## config.mk

```make
export PLATFORM = sky130hd
export DESIGN_NAME = sps_shifter
export DESIGN_NICKNAME = d
export VERILOG_FILES = /design/src/core/sps_pkg.sv /design/src/core/sps_shifter.sv /design/src/core/sps_fifo.sv
export SDC_FILE = /design/constraint.sdc
export NUM_CORES = 1
export LEC_CHECK = 0
export ABC_AREA = 1
export BUFFER_PORTS_ARGS = -buffer_cell sky130_fd_sc_hd__buf_4
export CAP_MARGIN = 20
export CELL_PAD_IN_SITES_DETAIL_PLACEMENT = 0
export CELL_PAD_IN_SITES_GLOBAL_PLACEMENT = 1
export CORE_MARGIN = 3
export CORE_UTILIZATION = 30
export DETAILED_ROUTE_END_ITERATION = 8
export GPL_TIMING_DRIVEN = 0
export PLACE_DENSITY = 0.62
export SLEW_MARGIN = 20
export SYNTH_ARGS = -nofsm -noshare
export SYNTH_HDL_FRONTEND = slang
export SYNTH_SLANG_ARGS = --single-unit
```

## constraint.sdc

```tcl
create_clock -name mclk -period 1.28 [get_ports mclk]
set_input_delay 0.192 -clock mclk [delete_from_list [all_inputs] [get_ports mclk]]
set_output_delay 0.192 -clock mclk [all_outputs]
set_load 0.02 [all_outputs]
```

## src/core/sps_pkg.sv

```systemverilog
// Shared constants of the serial-in, parallel-out shifter.
package sps_pkg;

    // ==========================================================
    // Geometry
    // ==========================================================
    localparam int STAGE_COUNT      = 8;
    localparam int FIFO_DEPTH       = 32;
    localparam int SHIFT_COUNT_BITS = 16;

    // ==========================================================
    // Reset values
    // ==========================================================
    localparam logic [STAGE_COUNT-1:0]      STAGE_RESET = 8'h00;
    localparam logic [SHIFT_COUNT_BITS-1:0] COUNT_RESET = 16'h0000;
    localparam logic [SHIFT_COUNT_BITS-1:0] COUNT_STEP  = 16'h0001;

    // ==========================================================
    // Timing
    // ==========================================================
    localparam int MCLK_PERIOD_NS     = 100;
    localparam int MIN_CLK_PULSE_NS   = 20;
    localparam int MIN_CLEAR_PULSE_NS = 20;

    // Least times round up and never fall below one cycle.
    function automatic int min_cycles(input int ns);
        int c;
        c = (ns + MCLK_PERIOD_NS - 1) / MCLK_PERIOD_NS;
        return (c < 1) ? 1 : c;
    endfunction

    localparam int MIN_CLK_PULSE_CYCLES = min_cycles(MIN_CLK_PULSE_NS);
    localparam int RUN_COUNT_BITS       = 4;
    localparam logic [RUN_COUNT_BITS-1:0] RUN_LIMIT =
        RUN_COUNT_BITS'(MIN_CLK_PULSE_CYCLES - 1);
    localparam logic [RUN_COUNT_BITS-1:0] RUN_STEP  = 4'h1;
    localparam logic [RUN_COUNT_BITS-1:0] RUN_RESET = 4'h0;

endpackage

```

## src/core/sps_shifter.sv

```systemverilog
// Eight-stage serial-in, parallel-out shift register with snapshot FIFO.
//
// What this block does
// - Eight stages, loaded serially at the first, all shown in parallel.
// - Clear low forces all stages low at once, regardless of clock or data.
// - Inputs are sampled and stages advance only on a rising shift clock.
// - A low on either serial gate input loads a low into stage one.
// - With one gate input high, stage one takes the other; an AND.
// - Each edge moves stages two to eight to the previous stage's old value.
`timescale 1ns/10ps
`default_nettype none

module sps_shifter #(
    parameter int STAGES = sps_pkg::STAGE_COUNT,
    parameter int DEPTH  = sps_pkg::FIFO_DEPTH
) (
    input  wire logic                                  mclk,
    input  wire logic                                  rst_b,
    input  wire logic                                  shiftClk,
    input  wire logic                                  serialGateInFirst,
    input  wire logic                                  serialGateInSecond,
    input  wire logic                                  clear_b,
    output logic      [STAGES-1:0]                     stageOut,
    output logic                                       stageOutFirst,
    output logic                                       stageOutLast,
    output logic      [sps_pkg::SHIFT_COUNT_BITS-1:0]  shiftCount,
    output logic      [STAGES-1:0]                     snapshotData,
    output logic                                       snapshotValid,
    input  wire logic                                  snapshotReady,
    output logic                                       captureReady,
    output logic                                       snapshotLost
);

    // ==========================================================
    // Clear release synchroniser
    // ==========================================================
    // Clear acts at once through the asynchronous reset of the stage
    // flops; only its release is brought onto mclk, so that no flop
    // leaves reset on an edge that is racing the clear pin.
    wire  clearOrReset_b;
    logic relSync1;
    logic relSync2;

    assign clearOrReset_b = rst_b & clear_b;

    always_ff @(posedge mclk or negedge clearOrReset_b) begin
        if (!clearOrReset_b) begin
            relSync1 <= 1'b0;
            relSync2 <= 1'b0;
        end else begin
            relSync1 <= 1'b1;
            relSync2 <= relSync1;
        end
    end

    wire stageRst_b;

    assign stageRst_b = relSync2;

    // ==========================================================
    // Pin synchronisers
    // ==========================================================
    // The shift clock and both gate inputs pass the same two flops,
    // so the data seen with a rising edge is the data that stood at
    // the pin when that edge was first sampled.
    logic clkSync1;
    logic clkSync2;
    logic gateASync1;
    logic gateASync2;
    logic gateBSync1;
    logic gateBSync2;

    always_ff @(posedge mclk or negedge rst_b) begin
        if (!rst_b) begin
            clkSync1   <= 1'b0;
            clkSync2   <= 1'b0;
            gateASync1 <= 1'b0;
            gateASync2 <= 1'b0;
            gateBSync1 <= 1'b0;
            gateBSync2 <= 1'b0;
        end else begin
            clkSync1   <= shiftClk;
            clkSync2   <= clkSync1;
            gateASync1 <= serialGateInFirst;
            gateASync2 <= gateASync1;
            gateBSync1 <= serialGateInSecond;
            gateBSync2 <= gateBSync1;
        end
    end

    // ==========================================================
    // Rising-edge qualifier
    // ==========================================================
    // A high run of the synchronised shift clock is counted; one shift
    // fires when the run reaches the least pulse width, and never again
    // until the clock has gone low. Pulses shorter than one mclk period
    // may be missed entirely; the far side must respect that.
    logic [sps_pkg::RUN_COUNT_BITS-1:0] runCount;
    logic                               runDone;
    wire                                shiftEvent;

    assign shiftEvent = clkSync2 & ~runDone &
                        (runCount == sps_pkg::RUN_LIMIT);

    always_ff @(posedge mclk or negedge rst_b) begin
        if (!rst_b) begin
            runCount <= sps_pkg::RUN_RESET;
            runDone  <= 1'b0;
        end else if (!clkSync2) begin
            runCount <= sps_pkg::RUN_RESET;
            runDone  <= 1'b0;
        end else if (shiftEvent) begin
            runDone  <= 1'b1;
        end else if (!runDone) begin
            runCount <= runCount + sps_pkg::RUN_STEP;
        end
    end

    // ==========================================================
    // Stage register
    // ==========================================================
    logic [STAGES-1:0] stage;
    logic [STAGES-1:0] next_stage;
    wire               newBit;

    // A low on either gate blocks the other; a high passes it.
    assign newBit = gateASync2 & gateBSync2;

    always_comb begin
        next_stage = stage;
        if (shiftEvent) begin
            next_stage = {stage[STAGES-2:0], newBit};
        end
    end

    always_ff @(posedge mclk or negedge stageRst_b) begin
        if (!stageRst_b) begin
            stage <= sps_pkg::STAGE_RESET;
        end else begin
            stage <= next_stage;
        end
    end

    // Every parallel output is the stage flop itself.
    assign stageOut      = stage;
    assign stageOutFirst = stage[0];
    assign stageOutLast  = stage[STAGES-1];

    // ==========================================================
    // Shift counter
    // ==========================================================
    // Counts accepted shifts since the last clear; it wraps silently.
    always_ff @(posedge mclk or negedge stageRst_b) begin
        if (!stageRst_b) begin
            shiftCount <= sps_pkg::COUNT_RESET;
        end else if (shiftEvent) begin
            shiftCount <= shiftCount + sps_pkg::COUNT_STEP;
        end
    end

    // ==========================================================
    // Snapshot capture
    // ==========================================================
    // The stage value after each shift is offered to the FIFO one
    // cycle later, when it is settled in the stage flops. The shift
    // clock cannot be stalled, so a full FIFO drops the snapshot and
    // raises the lost flag; captureReady warns the far side first.
    logic pushPending;
    wire  fifoInReady;
    wire  dropSnapshot;

    assign dropSnapshot = pushPending & ~fifoInReady;

    always_ff @(posedge mclk or negedge stageRst_b) begin
        if (!stageRst_b) begin
            pushPending  <= 1'b0;
            snapshotLost <= 1'b0;
        end else begin
            pushPending <= shiftEvent;
            if (dropSnapshot) begin
                snapshotLost <= 1'b1;
            end
        end
    end

    // ==========================================================
    // Snapshot FIFO
    // ==========================================================
    sps_fifo #(
        .WIDTH (STAGES),
        .DEPTH (DEPTH)
    ) u_fifo (
        .mclk     (mclk),
        .rst_b    (rst_b),
        .inData   (stage),
        .inValid  (pushPending),
        .inReady  (fifoInReady),
        .outData  (snapshotData),
        .outValid (snapshotValid),
        .outReady (snapshotReady)
    );

    assign captureReady = fifoInReady;

endmodule

`default_nettype wire

```

## src/core/sps_fifo.sv

```systemverilog
// Small synchronous FIFO with registered read data.
`timescale 1ns/10ps
`default_nettype none

module sps_fifo #(
    parameter int WIDTH = 8,
    parameter int DEPTH = 32
) (
    input  wire logic             mclk,
    input  wire logic             rst_b,
    input  wire logic [WIDTH-1:0] inData,
    input  wire logic             inValid,
    output logic                  inReady,
    output logic      [WIDTH-1:0] outData,
    output logic                  outValid,
    input  wire logic             outReady
);

    localparam int PTR_BITS = (DEPTH > 1) ? $clog2(DEPTH) : 1;
    localparam int CNT_BITS = $clog2(DEPTH + 1);
    localparam logic [CNT_BITS-1:0] CNT_FULL = CNT_BITS'(DEPTH);
    localparam logic [CNT_BITS-1:0] CNT_ONE  = CNT_BITS'(1);
    localparam logic [PTR_BITS-1:0] PTR_ONE  = PTR_BITS'(1);
    localparam logic [PTR_BITS-1:0] PTR_LAST = PTR_BITS'(DEPTH - 1);

    // ==========================================================
    // Storage and pointers
    // ==========================================================
    logic [WIDTH-1:0]    mem [DEPTH];
    logic [PTR_BITS-1:0] wrPtr;
    logic [PTR_BITS-1:0] rdPtr;
    logic [CNT_BITS-1:0] count;
    logic [CNT_BITS-1:0] next_count;
    wire                 push;
    wire                 pop;

    assign push = inValid & inReady;
    // The output register refills whenever a word is stored and the register is empty or being taken.
    assign pop  = (count != '0) & (~outValid | outReady);

    always_comb begin
        next_count = count;
        if (push & ~pop) begin
            next_count = count + CNT_ONE;
        end else if (pop & ~push) begin
            next_count = count - CNT_ONE;
        end
    end

    always_ff @(posedge mclk) begin
        if (push) begin
            mem[wrPtr] <= inData;
        end
    end

    always_ff @(posedge mclk or negedge rst_b) begin
        if (!rst_b) begin
            wrPtr    <= '0;
            rdPtr    <= '0;
            count    <= '0;
            inReady  <= 1'b1;
            outValid <= 1'b0;
            outData  <= '0;
        end else begin
            count   <= next_count;
            inReady <= (next_count != CNT_FULL);
            if (push) begin
                wrPtr <= (wrPtr == PTR_LAST) ? '0 : wrPtr + PTR_ONE;
            end
            if (pop) begin
                rdPtr    <= (rdPtr == PTR_LAST) ? '0 : rdPtr + PTR_ONE;
                outData  <= mem[rdPtr];
                outValid <= 1'b1;
            end else if (outReady) begin
                outValid <= 1'b0;
            end
        end
    end

endmodule

`default_nettype wire

```

==> summary by stage, run 1 <==
Status
The run finished, with violations left. The final reports fail on setup timing.

Synthesis
Of all flip-flops after synthesis, the portion carrying an async set or reset was 20.2%. The number of nets handed over by synthesis was 1242. Of the total synthesized cell area, the portion taken by full adders, half adders and majority gates is 1.11%. After Yosys synthesis, and, or, nand and nor cells account for 17.8% of the synthesized area. After technology mapping, the gate count stands at 1223.

The xor/xnor cell area share of the yosys netlist is 1.10%. Yosys mapped a number of flops with a built-in enable equal to 256. After synthesis the netlist holds a flip-flop and latch count of 321. A synthesized cell averages 11.0 um2. Measured against the total synthesized area, the mux share comes to 0%. Summing the areas of all compound-gate instances in the mapped netlist gives 6.49% of the synthesized area. The number of unique standard cell types used by synthesis is 32. The mapped cell area is 13500 um2. Among all flip-flop cells after synthesis, the most frequent one is edfxtp_1.

Yosys printed 0 warnings. After synthesis, the largest family of logic cells by area is simple AND/OR/NAND/NOR gates. The sequential-to-total area share from yosys stat is 68.9%.

Clock network
The maximum clock path buffer count is 3. Counting every sink on the clock net gives 321. The tree is rooted in a clkbuf_16. The CTS tree is yes. The number of levels the H-tree was split into is 2. The clock network latency to the later pin of the worst-skew pair is 0.54 ns. Clock-pin slew was measured on the worst setup and hold paths at 0.07 ns. In this run, CTS created clock tree buffers numbering 36.

Place
Routability-driven placement finished with a final weighted congestion of 0.826. The number of port buffers is 43. Summing all placed instances gives a cell area of 15100 um2. Before CTS, the worst setup slack after placement is -0.920 ns. Summed over all nets, the half-perimeter wirelength after detailed placement is 25600 um.

Critical path
In this design, the stage delay of the slowest critical-path cell is 0.49 ns. For the worst setup path, the data arrival time is 2.27 ns. The element type at the critical path start is a register. The kind of end point of the critical path is a register. The type of the worst setup path is reg -> reg. Of all nets on the critical path, the largest fanout is 10. Walking the worst path, the cells encountered are buf_8 -> buf_8 -> buf_8 -> nor2_1 -> nor2_1 -> o21ai_0 -> nand3_1 -> nand3_2 -> nand3_2 -> nand3_2 -> nand2_1. For the worst setup path, the data required time is 1.70 ns. Among all stages on the critical path, the largest delay is contributed by dfrtp_2.

Min path
The min-delay analysis places its worst path in the category in -> reg.

Timing
After layout, the worst setup slack is -0.571 ns. The actual transition at the worst max-transition pin is 0.623 ns. The relative max-transition margin is 58.5%.

The number of hold violations in the final report is 0. The final-report max-slew violation count was 0. Setup repair after global routing could not meet its margin everywhere.

The number of endpoints failing setup at the final stage is 333. For the finished layout, the period the worst path requires is 1.85 ns. The worst-case clock skew is 0.0208 ns. Timing would allow up to 540 MHz.

In the finished design, the share of the clock period the worst path needs comes to 145%.

Drt
Detailed routing inserted a total of 9855 vias. The detail-routed net length per standard cell is 21.0 um. The total DRC errors in the routed layout is 0. The final wirelength is 43200 um. In this run, the number of DRC markers left after iteration 0 of detailed routing was 707. The remaining number of nets flagged by the antenna check after routing is 0. Using the TritonRoute via totals, the vias-per-cell ratio works out to 4.80. The number of search-and-repair iterations in the first detailed-routing pass is 5.

Global routing
Entering global routing, the biggest net connects 39 pins. The overflow left after global routing is 0. The number of global-route vias before repair is 9618. Global routing consumed, over all layers together, 17.9% of the routing resources. The first global-routing pass estimated 62800 um of wire. The initial antenna violation count is 0.

Die
The core region is 44300 um2. The starting density of the core is 30.5%. The area of the die is 47600 um2. The height of the chip is 218 um. The initialized floorplan defines 77 standard-cell rows. The horizontal die dimension is 218 um. In this run the count of I/O pins placed on the die edge is 44.

Power
Of the total power, the share spent switching nets is 40.1%. Summed over all cells, the static leakage comes to 7.26 nW. Of the total power, the clock network draws 22.4%. The net switching power figure is 0.0183 W.

The sequential fraction of design power is 31.7%. For this design the ratio of total power to cell area is 2390 nW/um2. The portion of total power attributed to combinational logic is 45.9%. Internal power comes to 0.0273 W.

The highest ir drop seen on vdd is 0.00134 V.

Layout
The number of nets in the final layout is 1452. In the layout the commonest cells are edfxtp_1, nor2_1, nand2_1. Relative to the synthesized area, the layout overhead comes to 41.1%.

The proportion of layout cells with a drive suffix above 1 is 35.5%. The most common cell after layout, fill and taps aside is edfxtp_1. After routing the design area is 19100 um2.

Job
Max-cap violations in this run came to 0.
[routing by layer]
| metal | routed length, um | up-vias | track usage (%) | part of all wire (%) |
|---|---|---|---|---|
| met3 | 1620 | 59 | 2.24 | 3.7 |
| li1 | - | 4635 | - | - |
| met4 | 976 | 0 | 5.09 | 2.3 |
| met2 | 21400 | 231 | 29.8 | 50 |
| met1 | 19200 | 4930 | 24.5 | 44 |
| met5 | 0 | - | 0 | 0 |
[kinds of logic after synthesis]
| kind of cell | Yosys count |
|---|---|
| xor+xnor | 17 |
| simple gates | 581 |
| buf+inv | 141 |
| fa+ha+maj | 12 |
| flops | 321 |
| other cells | 1 |
| compound gates | 150 |
[power by group through the flow]
stage               Combinational [W]  Sequential [W]  Clock [W]
global placement               0.0134          0.0157          0
detailed placement             0.0140          0.0154          0
global route                   0.0225          0.0146     0.0108
finish                         0.0210          0.0145     0.0102
CTS                            0.0193          0.0144     0.0104
floorplan                     0.00836          0.0150          0
[stage by stage]
stage | instances | TNS (ns) | total power, W | hold WS [ns] | utilization, %
floorplan | 1223 | -65.36 | 0.0234 | -0.104 | -
global placement | 1858 | -278.61 | 0.0290 | 0.0854 | 34.0
detailed placement | 1861 | -149.43 | 0.0294 | 0.0946 | 34.2
CTS | 2035 | -87.24 | 0.0442 | 0.0462 | 41.6
global route | 2053 | -94.10 | 0.0479 | 0.0940 | 43.0
finish | 2054 | -79.84 | 0.0457 | 0.0600 | 43.0
[final timing paths]
check	startpoint	endpoint	slack, ns	cells after the start
setup / recovery	u_fifo.rdPtr[0]	u_fifo.outData[6]	-0.57	11
setup reg to reg	u_fifo.rdPtr[0]	u_fifo.outData[6]	-0.57	11
min in group asynchronous	clear_b	relSync2	0.09	4
hold / removal	snapshotReady	u_fifo.outValid	0.06	4
max in group asynchronous	relSync2	stageOut[5]	0.53	0
hold reg to reg	relSync2	stageOut[7]	0.29	0
[flip-flops by register name (all words and copies together), names as in the netlist]
register and count:
relSync2 1, clkSync2 1, gateBSync2 1, runCount 4
stageOut 8, u_fifo.outData 8, u_fifo.mem 256, shiftCount 16
gateBSync1 1, u_fifo.wrPtr 5, u_fifo.inReady 1, u_fifo.outValid 1
snapshotLost 1, gateASync2 1, relSync1 1, pushPending 1
u_fifo.count 6, runDone 1, clkSync1 1, gateASync1 1
u_fifo.rdPtr 5
[repair_timing]
item	4_1_cts	5_1_grt
gates resized for setup	264	143
setup buffers	101	19
endpoints found under the hold margin	41	0
pin swaps	79	65
setup endpoints to repair	340	360
hold buffers	5	0
gates cloned	5	2
[worst max-delay path: cells and delay by family (launching register included)]
family                 cells  cell delay (ns)
AND/OR/NAND/NOR            7             0.70
flip-flops                 1             0.49
buffers and inverters      3             0.48
AO/OA/AOI/OAI              1             0.06
[synthesized netlist by cell type, types with 2 or more instances]
library cell  number  area, um2
inv_1             73        274
clkinv_1           3       11.3
buf_1              5       18.8
buf_2             20        100
nor3_1            22        110
xor2_1            13        114
nor2_2             5       31.3
nand3_2            2       20.0
xnor2_1            4       35.0
o21ai_1           15       75.1
buf_6              4       45.0
and2_1             2       12.5
ha_1              12        150
edfxtp_1         256       7690
a21oi_1           14       70.1
nand2_1          198        743
nand4_1            4       25.0
nand3_1          125        626
o21ai_0           94        470
dfrtp_1           64       1600
clkbuf_1          25       93.8
o211ai_2          12        150
o211ai_1          12       90.1
inv_2              4       15.0
nor2_1           222        833
buf_4              7       52.6
[area by class of cell]
cell class                 count  area (um2)
inverter                      80         368
antenna                        1        2.50
timing repair buffer         171        2070
sequential                   321        9370
multi-input combinational    763        4710
tap                          592         741
fill                        4126       25300
clock inverter                21         219
buffer                        60         644
clock buffer                  45         945
(Power assumes the default switching activity.)
==> run 2, diff against run 1 <==
Settings changed: ABC_AREA 1 to 0, PLACE_DENSITY 0.62 to 0.59.
==> run 2 against run 1 <==
The flow still finishes with violations (setup timing). Combinational power fell by 40%. Clock skew barely moved. Flip-flop and latch count did not move. Global-route usage fell by 2.9 points. Critical path depth fell by 5. Die area fell by 5.3%. Cell count fell by 28%. Largest power group is now sequential cells.
==> summary by stage, run 2 <==
Status
The flow ran to the end, but the final reports show violations. The final reports fail on setup timing.

Timing
The number of hold violations in the final report is 0. Setup repair after global routing could not meet its margin everywhere. The final-report max-slew violation count was 0. Dividing the final minimum period by the clock period gives 156%. The least setup slack across all paths after layout is -0.718 ns. The worst path in the final design needs a cycle of 2.00 ns, including I/O delays and setup. The relative max-transition margin is 61.0%.

The number of endpoints failing setup at the final stage is 330. The achievable frequency is 501 MHz. For the final database, setup skew stands at 0.0207 ns.

The actual transition at the worst max-transition pin is 0.585 ns.

Die
The floorplan step defined a core boundary enclosing 41500 um2. The standard-cell row count is 74. The die covers 45100 um2. Pin placement for this block handled 44 I/O pins. The starting density of the core is 30.8%. The horizontal die dimension is 212 um. The height of the chip is 212 um.

Job
The tool flagged a number of max-cap violations equal to 0.

Layout
In the final design database the tool counted 929 nets. In the final layout, the registers with the most flip-flops are u_fifo.mem (256), shiftCount (16). The most common cell after layout, fill and taps aside is edfxtp_1. The diode insertion count for antenna repair is 0. After routing the design area is 17600 um2. The count of non-filler cells in the finished layout is 1469. In the layout the commonest cells are edfxtp_1, buf_4, buf_6. The proportion of layout cells with a drive suffix above 1 is 47.4%.

The register name with the most flops is u_fifo.mem. The flip-flop count of the largest register, all copies and words added is 256. The area added between synthesis and finish is 37.5%.

Clock network
The TritonCTS sink count is 321. The clock network latency to the later pin of the worst-skew pair is 0.53 ns. The root buffer selected by CTS is clkbuf_16.

TritonCTS built the clock tree. The maximum clock path buffer count is 3. The number of levels the H-tree was split into is 2. After clock tree synthesis, the clock-pin slew on the worst setup and hold paths is 0.06 ns.

The number of CTS-inserted buffers is 35.

Power
The net switching power figure is 0.0120 W. The power density over the cells is 2110 nW/um2. The post-route total power is 0.0371 W.

The share of total power dissipated in sequential elements is 37.9%. The portion of total power attributed to combinational logic is 33.9%. In this run, the clock network consumes 28.2% of the power. The switching share of total power is 32.4%. Summed over all cells, the static leakage comes to 6.24 nW. Across the VDD grid, the largest voltage drop is 0.00109 V. The internal portion of the total power is 0.0251 W.

Critical path
Data on the critical path is required at its endpoint by 1.74 ns. STA classifies the critical path startpoint as a register. The type of the worst setup path is reg -> reg. The worst register-to-register path has a setup slack of -0.72 ns.

The worst setup path is captured at a register. The critical-path maximum fanout is 6. At the worst endpoint, the arrival time is 2.46 ns.

Drt
The final wirelength is 33500 um. The initial DRC count is 490. Across all layers, the routed design uses 7228 vias.

For this run, design rule violations remaining after detail routing come to 0. The detail-routed net length per standard cell is 22.8 um. In this run the remaining antenna-violating nets after routing total 0.

The detailed-route vias per instance is 4.92. The first detailed-routing pass ran for 5 iterations.

Place
In this run the tool buffered the top-level ports with 43 buffer cells. The detailed placer's ending HPWL is 18000 um. The placed cell area is 14200 um2.

The routability congestion estimate is 0.760. Once placement completed, the tool counted placed cells totaling 1279.

Synthesis
The synthesized netlist contains 51 unique library cells. The cell count after synthesis is 704. The proportion of synthesized flip-flops having asynchronous set or reset is 20.2%. By count the netlist is led by edfxtp_1, nand2_1, dfrtp_1. In this run the biggest area consumer among cell types represents 60.2% of the synthesized area. The dominant register cell in the synthesized netlist is edfxtp_1. Yosys instantiated no cell more often than edfxtp_1. edfxtp_1 takes more of the synthesized area than any other cell. Synthesis inferred 321 register bits.

Sequential elements use 72.9% of the synthesized area. Yosys attributes the largest share of cell area to edfxtp_1, dfrtp_1, mux4_1, mux4_2, nand2_1. After synthesis the cells add up to 12800 um2. The number of warning messages in the yosys log is 0. After synthesis, the mean cell area works out to 18.1 um2. Synthesis produced a netlist with a net count of 723. Yosys mapped a number of flops with a built-in enable equal to 256.

Global routing
The number of global-route vias before repair is 7429. The wire length of the first global-routing pass is 49400 um. The maximum number of pins on one net before global-route repair is 39. The total overflow left after global routing is 0. The initial antenna violation count came to 2.

The combined global-route utilization of all metal layers is 15.0%.

Min path
The worst hold path belongs to the class in -> async.
-- run 2: cell count changes in the layout (fill, tap and decap cells not counted), sizes merged, moves of 18 or more --
cell	before	now
nor2	227	46
nand2	201	66
nand3	127	15
o21ai	109	20
mux4	0	64
inv	76	13
o22ai	1	32
clkbuf	72	46
o211ai	24	1
nor3	22	4
-- run 2: critical path, stage by stage (launching register included) --
cell and delay, ns:
dfrtp_1 0.40, buf_6 0.16, clkbuf_16 0.17, mux4_1 0.36, o22ai_2 0.13, or4_4 0.58, o21ai_2 0.13
-- run 2: per-layer routing --
metal	share of wire [%]	global-route usage, %	vias up
met4	2.1	3.60	0
met1	46	22.1	3780
met2	46	23.3	198
li1	-	-	3201
met5	0	0	-
met3	5.3	2.66	49
-- run 2: final cells by class --
class,instances,area [um2]
fillers,3682,23900
flip-flops and latches,321,9360
multi-input cells,343,3970
repair buffers,170,2010
clock buffers,38,887
well taps,532,666
plain buffers,29,335
clock inverters,26,300
inverters,10,42.5
-- run 2: through the flow --
stage                     setup slack [ns]  hold slack, ns  TNS (ns)  utilization (%)
after floorplan                     -0.552          -0.104    -88.91                -
after global placement              -0.927          0.0852   -242.97             34.3
after detailed placement            -0.937          0.0884   -178.41             34.3
after CTS                           -0.672          0.0782   -110.63             41.7
after global routing                -0.769           0.101   -130.00             42.3
final                               -0.718          0.0973   -109.25             42.3
-- run 2: power by group through the flow --
stage                     logic, W  registers, W  clock network (W)
after floorplan            0.00525        0.0145                  0
after global placement     0.00792        0.0150                  0
after detailed placement   0.00795        0.0151                  0
after CTS                   0.0119        0.0140             0.0107
after global routing        0.0134        0.0142             0.0112
final                       0.0126        0.0140             0.0104
-- run 2: what timing repair did --
| item | in CTS | in global routing |
|---|---|---|
| endpoints found under the hold margin | 41 | 0 |
| gates cloned | 2 | 2 |
| pin swaps | 73 | 57 |
| setup buffers | 109 | 13 |
| setup endpoints to repair | 375 | 345 |
| hold buffers | 5 | 0 |
| gates resized for setup | 179 | 52 |
-- run 2: worst paths after layout --
path / depth (start not counted) / end / from
setup / recovery: 6 / u_fifo.outData[4] / u_fifo.rdPtr[0]
hold / removal: 3 / relSync1 / clear_b
setup reg to reg: 6 / u_fifo.outData[4] / u_fifo.rdPtr[0]
hold reg to reg: 0 / shiftCount[6] / relSync2
max in group asynchronous: 3 / relSync2 / rst_b
min in group mclk: 3 / u_fifo.outValid / snapshotReady
-- run 2: cell families (layout without fill, tap and decap cells) --
family	Yosys count	in the layout	synth area share, %
AND/OR/NAND/NOR	176	177	6.42
XOR/XNOR	22	22	1.51
AO/OA/AOI/OAI	65	65	3.23
multiplexers	66	66	12.7
other	1	1	0.0294
buffers and inverters	41	273	2.01
adder cells (fa/ha/maj)	12	12	1.18
flip-flops	321	321	72.9
